==> src/hw/ist_pkg.sv <==
// Constants for the input scaling and tuner front end
package ist_pkg;
  localparam int IST_MANT_W = 14;
  localparam int IST_CODE_W = 3;
  localparam int IST_SCALE_W = 5;
  localparam int IST_WORD_W = 32;
  localparam int IST_TRIG_W = 16;
  localparam int IST_REG_W = 16;
  // Printed offsets are register indices; byte address is four times the index
  localparam logic [7:0] IST_IDX_HOLDOFF = 8'h84;
  localparam logic [7:0] IST_IDX_WORD_A = 8'h85;
  localparam logic [7:0] IST_IDX_WORD_B = 8'h86;
  localparam logic [7:0] IST_IDX_SCALE = 8'h92;
  localparam logic [7:0] IST_IDX_CTRL = 8'h93;
  localparam logic [7:0] IST_IDX_STATUS = 8'h94;
  localparam logic [7:0] IST_IDX_ACT_A = 8'h95;
  localparam logic [7:0] IST_IDX_ACT_B = 8'h96;
  // Field positions in the scale register
  localparam int IST_ATT_LSB = 0;
  localparam int IST_UNATT_LSB = 5;
  localparam int IST_OFS_LSB = 10;
  localparam int IST_INV_BIT = 13;
  // Control and status bits
  localparam int IST_CTRL_SYNC_BIT = 0;
  localparam int IST_CTRL_PORT_BIT = 1;
  localparam int IST_STAT_BUSY_BIT = 0;
  localparam int IST_STAT_LEVEL_BIT = 1;
  // Reset values
  localparam logic [15:0] IST_RST_REG = 16'h0000;
  localparam logic [31:0] IST_RST_WORD = 32'h0000_0000;
  // Bus answers
  localparam logic [1:0] IST_RESP_OKAY = 2'h0;
  localparam logic [1:0] IST_RESP_SLVERR = 2'h2;
endpackage

==> src/hw/ist_front_end.sv <==
// Input scaling and tuner front end with AXI4-Lite register slave
`timescale 1ns/10ps
module ist_front_end
  import ist_pkg::*;
#(
  parameter int ADDR_W = 12,
  parameter int MANT_W = IST_MANT_W
) (
  input wire logic clk_sys_in,
  input wire logic rst_b_in,
  input wire logic [ADDR_W-1:0] s_axi_awaddr,
  input wire logic [2:0] s_axi_awprot,
  input wire logic s_axi_awvalid,
  output logic s_axi_awready,
  input wire logic [31:0] s_axi_wdata,
  input wire logic [3:0] s_axi_wstrb,
  input wire logic s_axi_wvalid,
  output logic s_axi_wready,
  output logic [1:0] s_axi_bresp,
  output logic s_axi_bvalid,
  input wire logic s_axi_bready,
  input wire logic [ADDR_W-1:0] s_axi_araddr,
  input wire logic [2:0] s_axi_arprot,
  input wire logic s_axi_arvalid,
  output logic s_axi_arready,
  output logic [31:0] s_axi_rdata,
  output logic [1:0] s_axi_rresp,
  output logic s_axi_rvalid,
  input wire logic s_axi_rready,
  input wire logic [MANT_W-1:0] mantissa_a_in,
  input wire logic [IST_CODE_W-1:0] gain_range_code_a_in,
  input wire logic port_sample_qualifier_a_in,
  input wire logic [MANT_W-1:0] mantissa_b_in,
  input wire logic [IST_CODE_W-1:0] gain_range_code_b_in,
  input wire logic port_sample_qualifier_b_in,
  input wire logic level_indicator_in,
  input wire logic soft_sync_in,
  output logic signed [MANT_W-1:0] scaled_out,
  output logic [IST_SCALE_W-1:0] active_scale_out,
  output logic signed [IST_TRIG_W-1:0] tuned_i_out,
  output logic signed [IST_TRIG_W-1:0] tuned_q_out,
  output logic tuned_valid_out
);
  ////////////////////////////////////////////////////////////////////////////
  // Registers and internal state
  logic [IST_SCALE_W-1:0] attenuated_scale_field;
  logic [IST_SCALE_W-1:0] unattenuated_scale_field;
  logic [IST_CODE_W-1:0] range_code_offset;
  logic range_code_invert;
  logic port_select;
  logic [IST_REG_W-1:0] tuning_holdoff_count;
  logic [IST_WORD_W-1:0] shadow_word;
  logic [IST_WORD_W-1:0] tuning_word;
  logic [IST_REG_W-1:0] holdoff_left;
  logic holdoff_busy;
  logic sync_req;

  logic lvl_ff1, lvl_ff2, lvl_ff3, lvl_active;
  logic ss_ff1, ss_ff2, ss_ff3, ss_level, ss_level_d;

  logic [ADDR_W-1:0] aw_addr;
  logic [31:0] w_data;
  logic [3:0] w_strb;
  logic do_write;
  logic [7:0] wr_idx;

  logic signed [MANT_W-1:0] cap_mant;
  logic [IST_CODE_W-1:0] cap_code;
  logic cap_valid;
  logic scaled_valid;
  logic [IST_SCALE_W-1:0] sel_scale;
  logic [IST_CODE_W-1:0] base_shift;
  logic [IST_CODE_W-1:0] shift_amt;
  logic signed [IST_TRIG_W-1:0] osc_cos;
  logic signed [IST_TRIG_W-1:0] osc_sin;
  logic signed [MANT_W+IST_TRIG_W-1:0] prod_i;
  logic signed [MANT_W+IST_TRIG_W-1:0] prod_q;
  logic transfer;
  logic sync_event;

  ////////////////////////////////////////////////////////////////////////////
  // Address decode shared by the write and read paths
  function automatic logic [7:0] ist_index(input logic [ADDR_W-1:0] addr);
    return addr[9:2];
  endfunction

  function automatic logic ist_mapped(input logic [ADDR_W-1:0] addr);
    logic [7:0] i;
    i = ist_index(addr);
    return (addr[ADDR_W-1:10] == '0) && (addr[1:0] == 2'h0) &&
           ((i >= IST_IDX_HOLDOFF && i <= IST_IDX_WORD_B) ||
            (i >= IST_IDX_SCALE && i <= IST_IDX_ACT_B));
  endfunction

  // Merges the two low byte lanes into a 16-bit register
  function automatic logic [15:0] ist_merge(input logic [15:0] old,
                                            input logic [31:0] d,
                                            input logic [3:0] s);
    return {s[1] ? d[15:8] : old[15:8], s[0] ? d[7:0] : old[7:0]};
  endfunction

  ////////////////////////////////////////////////////////////////////////////
  // AXI4-Lite write channel: address and data taken in either order
  assign do_write = !s_axi_awready && !s_axi_wready && !s_axi_bvalid;
  assign wr_idx = ist_index(aw_addr);

  always_ff @(posedge clk_sys_in or negedge rst_b_in) begin
    if (!rst_b_in) begin
      s_axi_awready <= 1'b1;
      aw_addr <= '0;
    end else if (s_axi_awvalid && s_axi_awready) begin
      s_axi_awready <= 1'b0;
      aw_addr <= s_axi_awaddr;
    end else if (s_axi_bvalid && s_axi_bready) begin
      s_axi_awready <= 1'b1;
    end
  end

  always_ff @(posedge clk_sys_in or negedge rst_b_in) begin
    if (!rst_b_in) begin
      s_axi_wready <= 1'b1;
      w_data <= '0;
      w_strb <= '0;
    end else if (s_axi_wvalid && s_axi_wready) begin
      s_axi_wready <= 1'b0;
      w_data <= s_axi_wdata;
      w_strb <= s_axi_wstrb;
    end else if (s_axi_bvalid && s_axi_bready) begin
      s_axi_wready <= 1'b1;
    end
  end

  always_ff @(posedge clk_sys_in or negedge rst_b_in) begin
    if (!rst_b_in) begin
      s_axi_bvalid <= 1'b0;
      s_axi_bresp <= IST_RESP_OKAY;
    end else if (do_write) begin
      s_axi_bvalid <= 1'b1;
      s_axi_bresp <= ist_mapped(aw_addr) ? IST_RESP_OKAY : IST_RESP_SLVERR;
    end else if (s_axi_bready) begin
      s_axi_bvalid <= 1'b0;
    end
  end

  ////////////////////////////////////////////////////////////////////////////
  // Software registers
  always_ff @(posedge clk_sys_in or negedge rst_b_in) begin
    if (!rst_b_in) begin
      attenuated_scale_field <= '0;
      unattenuated_scale_field <= '0;
      range_code_offset <= '0;
      range_code_invert <= 1'b0;
    end else if (do_write && wr_idx == IST_IDX_SCALE) begin
      if (w_strb[0]) begin
        attenuated_scale_field <= w_data[IST_ATT_LSB +: IST_SCALE_W];
      end
      if (w_strb[0] && w_strb[1]) begin
        unattenuated_scale_field <= w_data[IST_UNATT_LSB +: IST_SCALE_W];
      end
      if (w_strb[1]) begin
        range_code_offset <= w_data[IST_OFS_LSB +: IST_CODE_W];
        range_code_invert <= w_data[IST_INV_BIT];
      end
    end
  end

  always_ff @(posedge clk_sys_in or negedge rst_b_in) begin
    if (!rst_b_in) begin
      port_select <= 1'b0;
      sync_req <= 1'b0;
    end else begin
      sync_req <= 1'b0;
      if (do_write && wr_idx == IST_IDX_CTRL && w_strb[0]) begin
        port_select <= w_data[IST_CTRL_PORT_BIT];
        sync_req <= w_data[IST_CTRL_SYNC_BIT];
      end
    end
  end

  // Writes only touch the shadow; the active word is untouched here
  always_ff @(posedge clk_sys_in or negedge rst_b_in) begin
    if (!rst_b_in) begin
      shadow_word <= IST_RST_WORD;
    end else if (do_write && wr_idx == IST_IDX_WORD_A) begin
      shadow_word[15:0] <= ist_merge(shadow_word[15:0], w_data, w_strb);
    end else if (do_write && wr_idx == IST_IDX_WORD_B) begin
      shadow_word[31:16] <= ist_merge(shadow_word[31:16], w_data, w_strb);
    end
  end

  ////////////////////////////////////////////////////////////////////////////
  // Pin synchronisers: a change counts once stages two and three agree
  always_ff @(posedge clk_sys_in or negedge rst_b_in) begin
    if (!rst_b_in) begin
      lvl_ff1 <= 1'b0;
      lvl_ff2 <= 1'b0;
      lvl_ff3 <= 1'b0;
      lvl_active <= 1'b0;
    end else begin
      lvl_ff1 <= level_indicator_in;
      lvl_ff2 <= lvl_ff1;
      lvl_ff3 <= lvl_ff2;
      if (lvl_ff2 == lvl_ff3) begin
        lvl_active <= lvl_ff3;
      end
    end
  end

  always_ff @(posedge clk_sys_in or negedge rst_b_in) begin
    if (!rst_b_in) begin
      ss_ff1 <= 1'b0;
      ss_ff2 <= 1'b0;
      ss_ff3 <= 1'b0;
      ss_level <= 1'b0;
      ss_level_d <= 1'b0;
    end else begin
      ss_ff1 <= soft_sync_in;
      ss_ff2 <= ss_ff1;
      ss_ff3 <= ss_ff2;
      ss_level_d <= ss_level;
      if (ss_ff2 == ss_ff3) begin
        ss_level <= ss_ff3;
      end
    end
  end

  ////////////////////////////////////////////////////////////////////////////
  // Hold-off counter and shadow transfer
  assign sync_event = sync_req || (ss_level && !ss_level_d);
  assign transfer = sync_event || (holdoff_busy && holdoff_left == '0);

  // Writing the count arms it; a soft sync overrides a pending hold-off
  always_ff @(posedge clk_sys_in or negedge rst_b_in) begin
    if (!rst_b_in) begin
      tuning_holdoff_count <= IST_RST_REG;
      holdoff_left <= '0;
      holdoff_busy <= 1'b0;
    end else if (do_write && wr_idx == IST_IDX_HOLDOFF) begin
      tuning_holdoff_count <= ist_merge(tuning_holdoff_count, w_data, w_strb);
      holdoff_left <= ist_merge(tuning_holdoff_count, w_data, w_strb);
      holdoff_busy <= 1'b1;
    end else if (transfer) begin
      holdoff_busy <= 1'b0;
    end else if (holdoff_busy) begin
      holdoff_left <= holdoff_left - 16'h0001;
    end
  end

  always_ff @(posedge clk_sys_in or negedge rst_b_in) begin
    if (!rst_b_in) begin
      tuning_word <= IST_RST_WORD;
    end else if (transfer) begin
      tuning_word <= shadow_word;
    end
  end

  ////////////////////////////////////////////////////////////////////////////
  // AXI4-Lite read channel
  always_ff @(posedge clk_sys_in or negedge rst_b_in) begin
    if (!rst_b_in) begin
      s_axi_arready <= 1'b1;
      s_axi_rvalid <= 1'b0;
      s_axi_rdata <= '0;
      s_axi_rresp <= IST_RESP_OKAY;
    end else if (s_axi_arvalid && s_axi_arready) begin
      s_axi_arready <= 1'b0;
      s_axi_rvalid <= 1'b1;
      s_axi_rresp <= ist_mapped(s_axi_araddr) ? IST_RESP_OKAY : IST_RESP_SLVERR;
      s_axi_rdata <= '0;
      if (ist_mapped(s_axi_araddr)) begin
        unique case (ist_index(s_axi_araddr))
          IST_IDX_HOLDOFF: s_axi_rdata[15:0] <= tuning_holdoff_count;
          IST_IDX_WORD_A: s_axi_rdata[15:0] <= shadow_word[15:0];
          IST_IDX_WORD_B: s_axi_rdata[15:0] <= shadow_word[31:16];
          IST_IDX_SCALE: begin
            s_axi_rdata[IST_ATT_LSB +: IST_SCALE_W] <= attenuated_scale_field;
            s_axi_rdata[IST_UNATT_LSB +: IST_SCALE_W] <= unattenuated_scale_field;
            s_axi_rdata[IST_OFS_LSB +: IST_CODE_W] <= range_code_offset;
            s_axi_rdata[IST_INV_BIT] <= range_code_invert;
          end
          IST_IDX_CTRL: s_axi_rdata[IST_CTRL_PORT_BIT] <= port_select;
          IST_IDX_STATUS: begin
            s_axi_rdata[IST_STAT_BUSY_BIT] <= holdoff_busy;
            s_axi_rdata[IST_STAT_LEVEL_BIT] <= lvl_active;
          end
          IST_IDX_ACT_A: s_axi_rdata[15:0] <= tuning_word[15:0];
          IST_IDX_ACT_B: s_axi_rdata[15:0] <= tuning_word[31:16];
          default: s_axi_rdata <= '0;
        endcase
      end
    end else if (s_axi_rvalid && s_axi_rready) begin
      s_axi_rvalid <= 1'b0;
      s_axi_arready <= 1'b1;
    end
  end

  ////////////////////////////////////////////////////////////////////////////
  // Data path: capture, scale, tune
  // Narrow converters are expected MSB-justified with low bits tied zero
  always_ff @(posedge clk_sys_in or negedge rst_b_in) begin
    if (!rst_b_in) begin
      cap_mant <= '0;
      cap_code <= '0;
      cap_valid <= 1'b0;
    end else begin
      cap_mant <= port_select ? mantissa_b_in : mantissa_a_in;
      cap_code <= port_select ? gain_range_code_b_in : gain_range_code_a_in;
      cap_valid <= port_select ? port_sample_qualifier_b_in : port_sample_qualifier_a_in;
    end
  end

  // Only the low three scale bits reach the input shifter; all five go downstream
  always_comb begin
    sel_scale = lvl_active ? attenuated_scale_field : unattenuated_scale_field;
    base_shift = range_code_invert ? 3'(3'd7 - cap_code) : cap_code;
    shift_amt = 3'(base_shift + range_code_offset + sel_scale[2:0]);
  end

  always_ff @(posedge clk_sys_in or negedge rst_b_in) begin
    if (!rst_b_in) begin
      scaled_out <= '0;
      scaled_valid <= 1'b0;
      active_scale_out <= '0;
    end else begin
      scaled_out <= cap_mant >>> shift_amt;
      scaled_valid <= cap_valid;
      active_scale_out <= sel_scale;
    end
  end

  ist_tuning_osc #(
    .WORD_W(IST_WORD_W)
  ) u_osc (
    .clk_sys_in(clk_sys_in),
    .rst_b_in(rst_b_in),
    .tuning_word_in(tuning_word),
    .cos_out(osc_cos),
    .sin_out(osc_sin)
  );

  // Real input times exp(-j phase): I = x cos, Q = -x sin
  always_comb begin
    prod_i = scaled_out * osc_cos;
    prod_q = scaled_out * osc_sin;
  end

  always_ff @(posedge clk_sys_in or negedge rst_b_in) begin
    if (!rst_b_in) begin
      tuned_i_out <= '0;
      tuned_q_out <= '0;
      tuned_valid_out <= 1'b0;
    end else begin
      tuned_i_out <= prod_i[MANT_W+IST_TRIG_W-2 -: IST_TRIG_W];
      tuned_q_out <= 16'(-prod_q[MANT_W+IST_TRIG_W-2 -: IST_TRIG_W]);
      tuned_valid_out <= scaled_valid;
    end
  end
endmodule

==> src/hw/ist_tuning_osc.sv <==
// Complex tuning oscillator: phase accumulator and quarter-wave sine lookup
`timescale 1ns/10ps
module ist_tuning_osc
  import ist_pkg::*;
#(
  parameter int WORD_W = IST_WORD_W
) (
  input wire logic clk_sys_in,
  input wire logic rst_b_in,
  input wire logic [WORD_W-1:0] tuning_word_in,
  output logic signed [IST_TRIG_W-1:0] cos_out,
  output logic signed [IST_TRIG_W-1:0] sin_out
);
  logic [WORD_W-1:0] phase;

  function automatic logic [15:0] ist_quarter(input logic [3:0] idx);
    logic [15:0] v;
    v = 16'h0000;
    unique case (idx)
      4'h0: v = 16'h0648;
      4'h1: v = 16'h12C8;
      4'h2: v = 16'h1F1A;
      4'h3: v = 16'h2B1F;
      4'h4: v = 16'h36BA;
      4'h5: v = 16'h41CE;
      4'h6: v = 16'h4C40;
      4'h7: v = 16'h55F5;
      4'h8: v = 16'h5ED7;
      4'h9: v = 16'h66CF;
      4'hA: v = 16'h6DC9;
      4'hB: v = 16'h73B5;
      4'hC: v = 16'h7884;
      4'hD: v = 16'h7C29;
      4'hE: v = 16'h7E9C;
      4'hF: v = 16'h7FD8;
    endcase
    return v;
  endfunction

  // Sine of a 6-bit phase; cosine is the same lookup a quarter turn ahead
  function automatic logic [15:0] ist_sine(input logic [5:0] p);
    logic [15:0] m;
    m = p[4] ? ist_quarter(~p[3:0]) : ist_quarter(p[3:0]);
    return p[5] ? 16'(-m) : m;
  endfunction

  // Phase wraps modulo two to the 32, covering minus to plus half the clock
  always_ff @(posedge clk_sys_in or negedge rst_b_in) begin
    if (!rst_b_in) begin
      phase <= '0;
    end else begin
      phase <= phase + tuning_word_in;
    end
  end

  always_ff @(posedge clk_sys_in or negedge rst_b_in) begin
    if (!rst_b_in) begin
      cos_out <= '0;
      sin_out <= '0;
    end else begin
      sin_out <= ist_sine(phase[WORD_W-1 -: 6]);
      cos_out <= ist_sine(6'(phase[WORD_W-1 -: 6] + 6'h10));
    end
  end
endmodule

==> config.mk <==
export PLATFORM = sky130hd
export DESIGN_NAME = ist_front_end
export DESIGN_NICKNAME = d
export VERILOG_FILES = /design/src/hw/ist_pkg.sv /design/src/hw/ist_front_end.sv /design/src/hw/ist_tuning_osc.sv
export SDC_FILE = /design/constraint.sdc
export NUM_CORES = 2
export LEC_CHECK = 0
export BUFFER_PORTS_ARGS = -buffer_cell sky130_fd_sc_hd__buf_2
export CORE_UTILIZATION = 52
export DETAILED_ROUTE_END_ITERATION = 12
export GPL_ROUTABILITY_DRIVEN = 0
export PLACE_DENSITY = 0.81
export SKIP_CTS_REPAIR_TIMING = 1
export SYNTH_ARGS = -nofsm -noshare
export SYNTH_HDL_FRONTEND = slang
export SYNTH_HIERARCHICAL = 1
export SYNTH_SLANG_ARGS = --single-unit
export TNS_END_PERCENT = 100
==> constraint.sdc <==
create_clock -name clk_sys_in -period 8.05 [get_ports clk_sys_in]
set_input_delay 1.2075 -clock clk_sys_in [delete_from_list [all_inputs] [get_ports clk_sys_in]]
set_output_delay 1.2075 -clock clk_sys_in [all_outputs]
set_load 0.01 [all_outputs]
### After elaboration in Yosys (flattened, before gate mapping)

Memories as Yosys holds them, arrays and structs flattened.
Cells that the tools add are included.

* logic and storage cells: 173
* output and inout bits: 93
* ROM bits: 960
* flip-flop bits (word level): 328
* input port bits: 111
* memories kept: 4

* order comparisons: 8
* multiply operators: 2
* muxes and demuxes: 33
* shift-type cells: 1
* bitwise gates (word level): 3
* equal/unequal tests: 16
* reductions and logical operators: 51
* add/subtract/negate cells: 9

Memory list
* (no name shown): depth 16, width 15, rd ports 1, clocked after memory_dff 0, wr ports 0, line ist_tuning_osc.sv:19 `unique case (idx)`
* (no name shown): depth 16, width 15, rd ports 1, clocked after memory_dff 0, wr ports 0, line ist_tuning_osc.sv:19
* (no name shown): depth 16, width 15, rd ports 1, clocked after memory_dff 0, wr ports 0, line ist_tuning_osc.sv:19
* (no name shown): depth 16, width 15, rd ports 1, clocked after memory_dff 0, wr ports 0, line ist_tuning_osc.sv:19

Operator list (count)
* $mux 16: 8
* $eq 8x8->1 const B: 13
* $pmux 12 s6: 1
* $mul 14x16->29: 2
* $neg 16->16: 3
* $add 32x32->32: 1
* $ge 8x8->1 const B: 4
* $le 8x8->1 const B: 4
* $logic_and 1x1->1: 24
* $logic_not 16->1: 1
* $mux 8: 2
* $sub 16x1->16 const B: 1
* $mux 14: 1
* $sshr 14x3->14: 1
* $mux 1: 13
* $reduce_and 2->1: 6
* $reduce_bool 2->1: 6
* $pmux 2 s5: 1
* $logic_not 2->1: 4
* $not 4->4: 2
* $pmux 1 s8: 1
* $pmux 1 s7: 1
* $add 3x3->3: 2
* $add 6x5->6 const B: 1
* 10 further kinds: 20

### Depth between registers and ports, before layout

* depth after elaboration: 6
* depth in mapped cells: 27
* mapped depth without buffers: 25

### Hierarchy

Netlist, hierarchy kept.

Modules (own cells, without submodules)
* ist_front_end: times used 1, area each 26740.6 µm², seq. area each 6159.7 µm², cells an instance 2674
* ist_tuning_osc: times used 1, area each 5281.3 µm², seq. area each 1601.5 µm², cells an instance 599

### Worst setup path before layout

Ideal clock, no wire load.

* path kind: register -> register
* start point: reg scaled_out[13]
* end point: reg tuned_q_out[15]
* arrival: 6817 ps
* setup slack: 1099 ps
* path buffers: 2
* setup time: 134 ps
* data required time: 7916 ps
* stages on the path, launching flop included: 23
* clock period less this slack: 6951 ps
* cell sequence: dfrtp_1 > inv_1 > clkbuf_1 > nor2_1 > fa_1 > fa_1 > fa_1 > fa_1 > fa_1 > inv_1 > fa_1 > inv_1 > ha_1 > buf_6 > nand4_4 > a211o_1 > or3_4 > and2_0 > a211o_1 > a2111o_1 > or3_1 > o41ai_2 > a211oi_2

* longest elaborated chain between the ends: 2

RTL lines
* start, declared: line ist_front_end.sv:38 `output logic signed [MANT_W-1:0] scaled_out,`
* start signal, assigned: line ist_front_end.sv:325 `scaled_out <= cap_mant >>> shift_amt;`
* $mul 14x16->29: line ist_front_end.sv:344 `prod_q = scaled_out * osc_sin;`
* $neg 16->16: line ist_front_end.sv:354 `tuned_q_out <= 16'(-prod_q[MANT_W+IST_TRIG_W-2 -: IST_TRIG_W]);`
* end signal, assigned: line ist_front_end.sv:354
* end, declared: line ist_front_end.sv:41 `output logic signed [IST_TRIG_W-1:0] tuned_q_out,`

Every way passes these cells.
A chain may end at the register's enable or synchronous reset.

### Worst setup path in the final report

* start point: reg scaled_out[9]
* end point: reg tuned_q_out[15]

The elaborated chain is that of the path after synthesis.

==> out/qor.csv <==
metric,value,unit
hold_path.class,register to register,
fin_setup_tns,0,ns
end_kind,register,
final_cell_area,34590,µm²
fmax,0.1322,GHz
min-delay-start,lvl_ff1,
drtAntennaViolNets,0,
crit_top_cell,fa_1,
crit_path_start_kind,register,
rows,90,
io_pins,204,
synth_top_family_by_area,adder cells,
worst_slew_margin_rel,0.2153,
setup_viol,0,
layout_common_cells,"inv_1 (466), fa_1 (429), nand2_1 (426)",
netlist_area,32020,µm²
yosys_most_used_dff,dfrtp_1,
seqCellArea,7761,µm²
startpoint,scaled_out[9],
grt_max_degree,76,
antenna_found_initial,2,
start_util,0.5286,
grt_overflow,0,
drc,0,
layout-drive-gt1-share,0.1255,
numPortBuffers,161,
finalHoldViolations,0,
period_minus_slack,7.563,ns
yosys.area_share.simple,0.1508,
initialDrtViolationCount,1781,
post-dp-hpwl,55350,µm
max_cap_viol_count,0,
worst_ep_arrival_time,7.98,ns
wl_per_cell,17.56,µm
crit_family,adder cells,
worst_pin_slew,1.173,ns
h-tree-depth,2,
die_y,250.2,µm
syn_area_per_cell,9.784,µm²
cp_max_fo,17,
cpPeakStageDelay,0.85,ns
syn_inst,3273,
clockBufferDepth,3,
multi_input_comb_area,21830,µm²
clkTransAtPathRegs,0.06,ns
fillCellCount,5104,
die_area,62580,µm²
period_share,0.9395,
grt_pass1_wl,122200,µm
crit_required,8.47,ns
cp.buffers_inverters,3,
grt_setup_unrepaired,no,
fp.coreArea,60580,µm²
wl,73050,µm
cts_buffers,36,
synth_mux_area_frac,0.07119,
dr.pass1.iters,6,
ys_warn_count,6,
fin_skew,0.04503,ns
synth_adder_area_share,0.3392,
synth-xor-area-share,0.03364,
clk_latency,0.58,ns
layout_commonest_cell,inv_1,
path_cells,"nand2_1, fa_1, inv_1, fa_1, fa_1, fa_1, fa_1, inv_1, fa_1, inv_1, ha_1, nand4_4, a211o_1, or3_4, and2_0, a211o_1, a2111o_1, or3_1, o41ai_2, a211oi_2",
crit_type,register to register,
die_w,250.2,µm
grt_pass1_vias,24530,
grtUsageTotal,0.2411,
ys_seq_area_frac,0.2424,
clock-sinks,310,
synth_edf_count,0,
clockRootBuffer,clkbuf_16,
synth-compound-area-share,0.08448,
drv_slew,0,
final_nets,4072,
synth_seq_cells,310,
reg2reg_from,scaled_out[9],
cts_tree,yes,
slowest_stage,dfrtp_1,
outcome,"finished, final reports clean",
final.hold.worst_slack,0.3468,ns
vias,23470,
synthArstFlopShare,1.000,
synth_cell_types,89,
placed_area,33370,µm²
area_delta_synth_final,8.030,%
vias_per_cell,5.640,
[cells in the mapped netlist, types with 91 or more instances]
library cell  instances  area share
and2_1              216       0.042
o21ai_0              96       0.015
nor2_1              113       0.013
mux2_2              132       0.046
nand2_1             426       0.050
ha_1                180       0.070
a21oi_1             106       0.017
fa_1                429        0.27
xnor2_1              91       0.025
inv_1               466       0.055
dfrtp_1             307        0.24
clkbuf_1            118       0.014
[final cells by class]
| cell class | instances | area share |
|---|---|---|
| Timing Repair Buffer | 192 | 0.03031 |
| Clock buffer | 43 | 0.02796 |
| Antenna cell | 1 | 0.00007234 |
| Multi-Input combinational cell | 2346 | 0.6310 |
| Clock inverter | 21 | 0.007415 |
| Inverter | 466 | 0.05056 |
| Tap cell | 782 | 0.02828 |
| Sequential cell | 310 | 0.2244 |
[final timing paths]
path / endpoint / slack [ns] / depth (start not counted)
min: lvl_ff2 / 0.35 / 0
min in group asynchronous: s_axi_rdata[7] / 0.64 / 1
max: tuned_q_out[15] / 0.49 / 20
max reg2reg: tuned_q_out[15] / 0.49 / 20
max in group asynchronous: u_osc/cos_out[10] / 5.57 / 3
min reg2reg: lvl_ff2 / 0.35 / 0
[metrics by stage]
step,util,worst slack [ns],std cells
finish,0.5710,0.4870,4161
global route,0.5710,0.1170,4160
CTS,0.5710,0.4579,4160
detailed placement,0.5508,0.5160,4096
global placement,0.5508,0.5759,4096
floorplan,-,1.099,3290
[worst reg2reg max path, stage by stage, from the launching register on]
cell and delay, ns:
dfrtp_1 0.85, nand2_1 0.18, fa_1 0.53, inv_1 0.05, fa_1 0.48, fa_1 0.52
fa_1 0.53, fa_1 0.55, inv_1 0.06, fa_1 0.53, inv_1 0.04, ha_1 0.48
nand4_4 0.14, a211o_1 0.26, or3_4 0.36, and2_0 0.17, a211o_1 0.31, a2111o_1 0.52
or3_1 0.47, o41ai_2 0.32, a211oi_2 0.07
[registers in the layout, indices dropped and copies added (netlist names), 5 cells and up]
| name | flops |
|---|---|
| tuning_holdoff_count | 16 |
| holdoff_left | 16 |
| active_scale_out | 5 |
| cap_mant | 14 |
| tuned_i_out | 16 |
| scaled_out | 14 |
| attenuated_scale_field | 5 |
| aw_addr | 12 |
| u_osc/cos_out | 16 |
| unattenuated_scale_field | 5 |
| w_data | 16 |
| shadow_word | 32 |
| u_osc/phase | 32 |
| s_axi_rdata | 16 |
| tuned_q_out | 16 |
| tuning_word | 32 |
| u_osc/sin_out | 16 |
[cells by family (layout without fill, tap and decap cells)]
family / after synthesis / after routing
buffers and inverters: 634 / 722
DFF: 310 / 310
other: 1 / 19
muxes: 202 / 202
and+or+nand+nor: 981 / 981
adders and majority gates: 611 / 611
xor gates and xnor gates: 123 / 123
AOI/OAI and AO/OA: 411 / 411
[routing by layer]
metal / up-vias / wire (µm) / track usage
met1: 11790 / 28440 / 0.2974
met3: 203 / 4739 / 0.03606
li1: 10620 / - / -
met2: 852 / 36940 / 0.4236
met5: - / 31 / 0
met4: 4 / 2895 / 0.09693
Power is not shown: default switching activity piles up to over one toggle a cycle in this logic, so the estimate is an artifact.
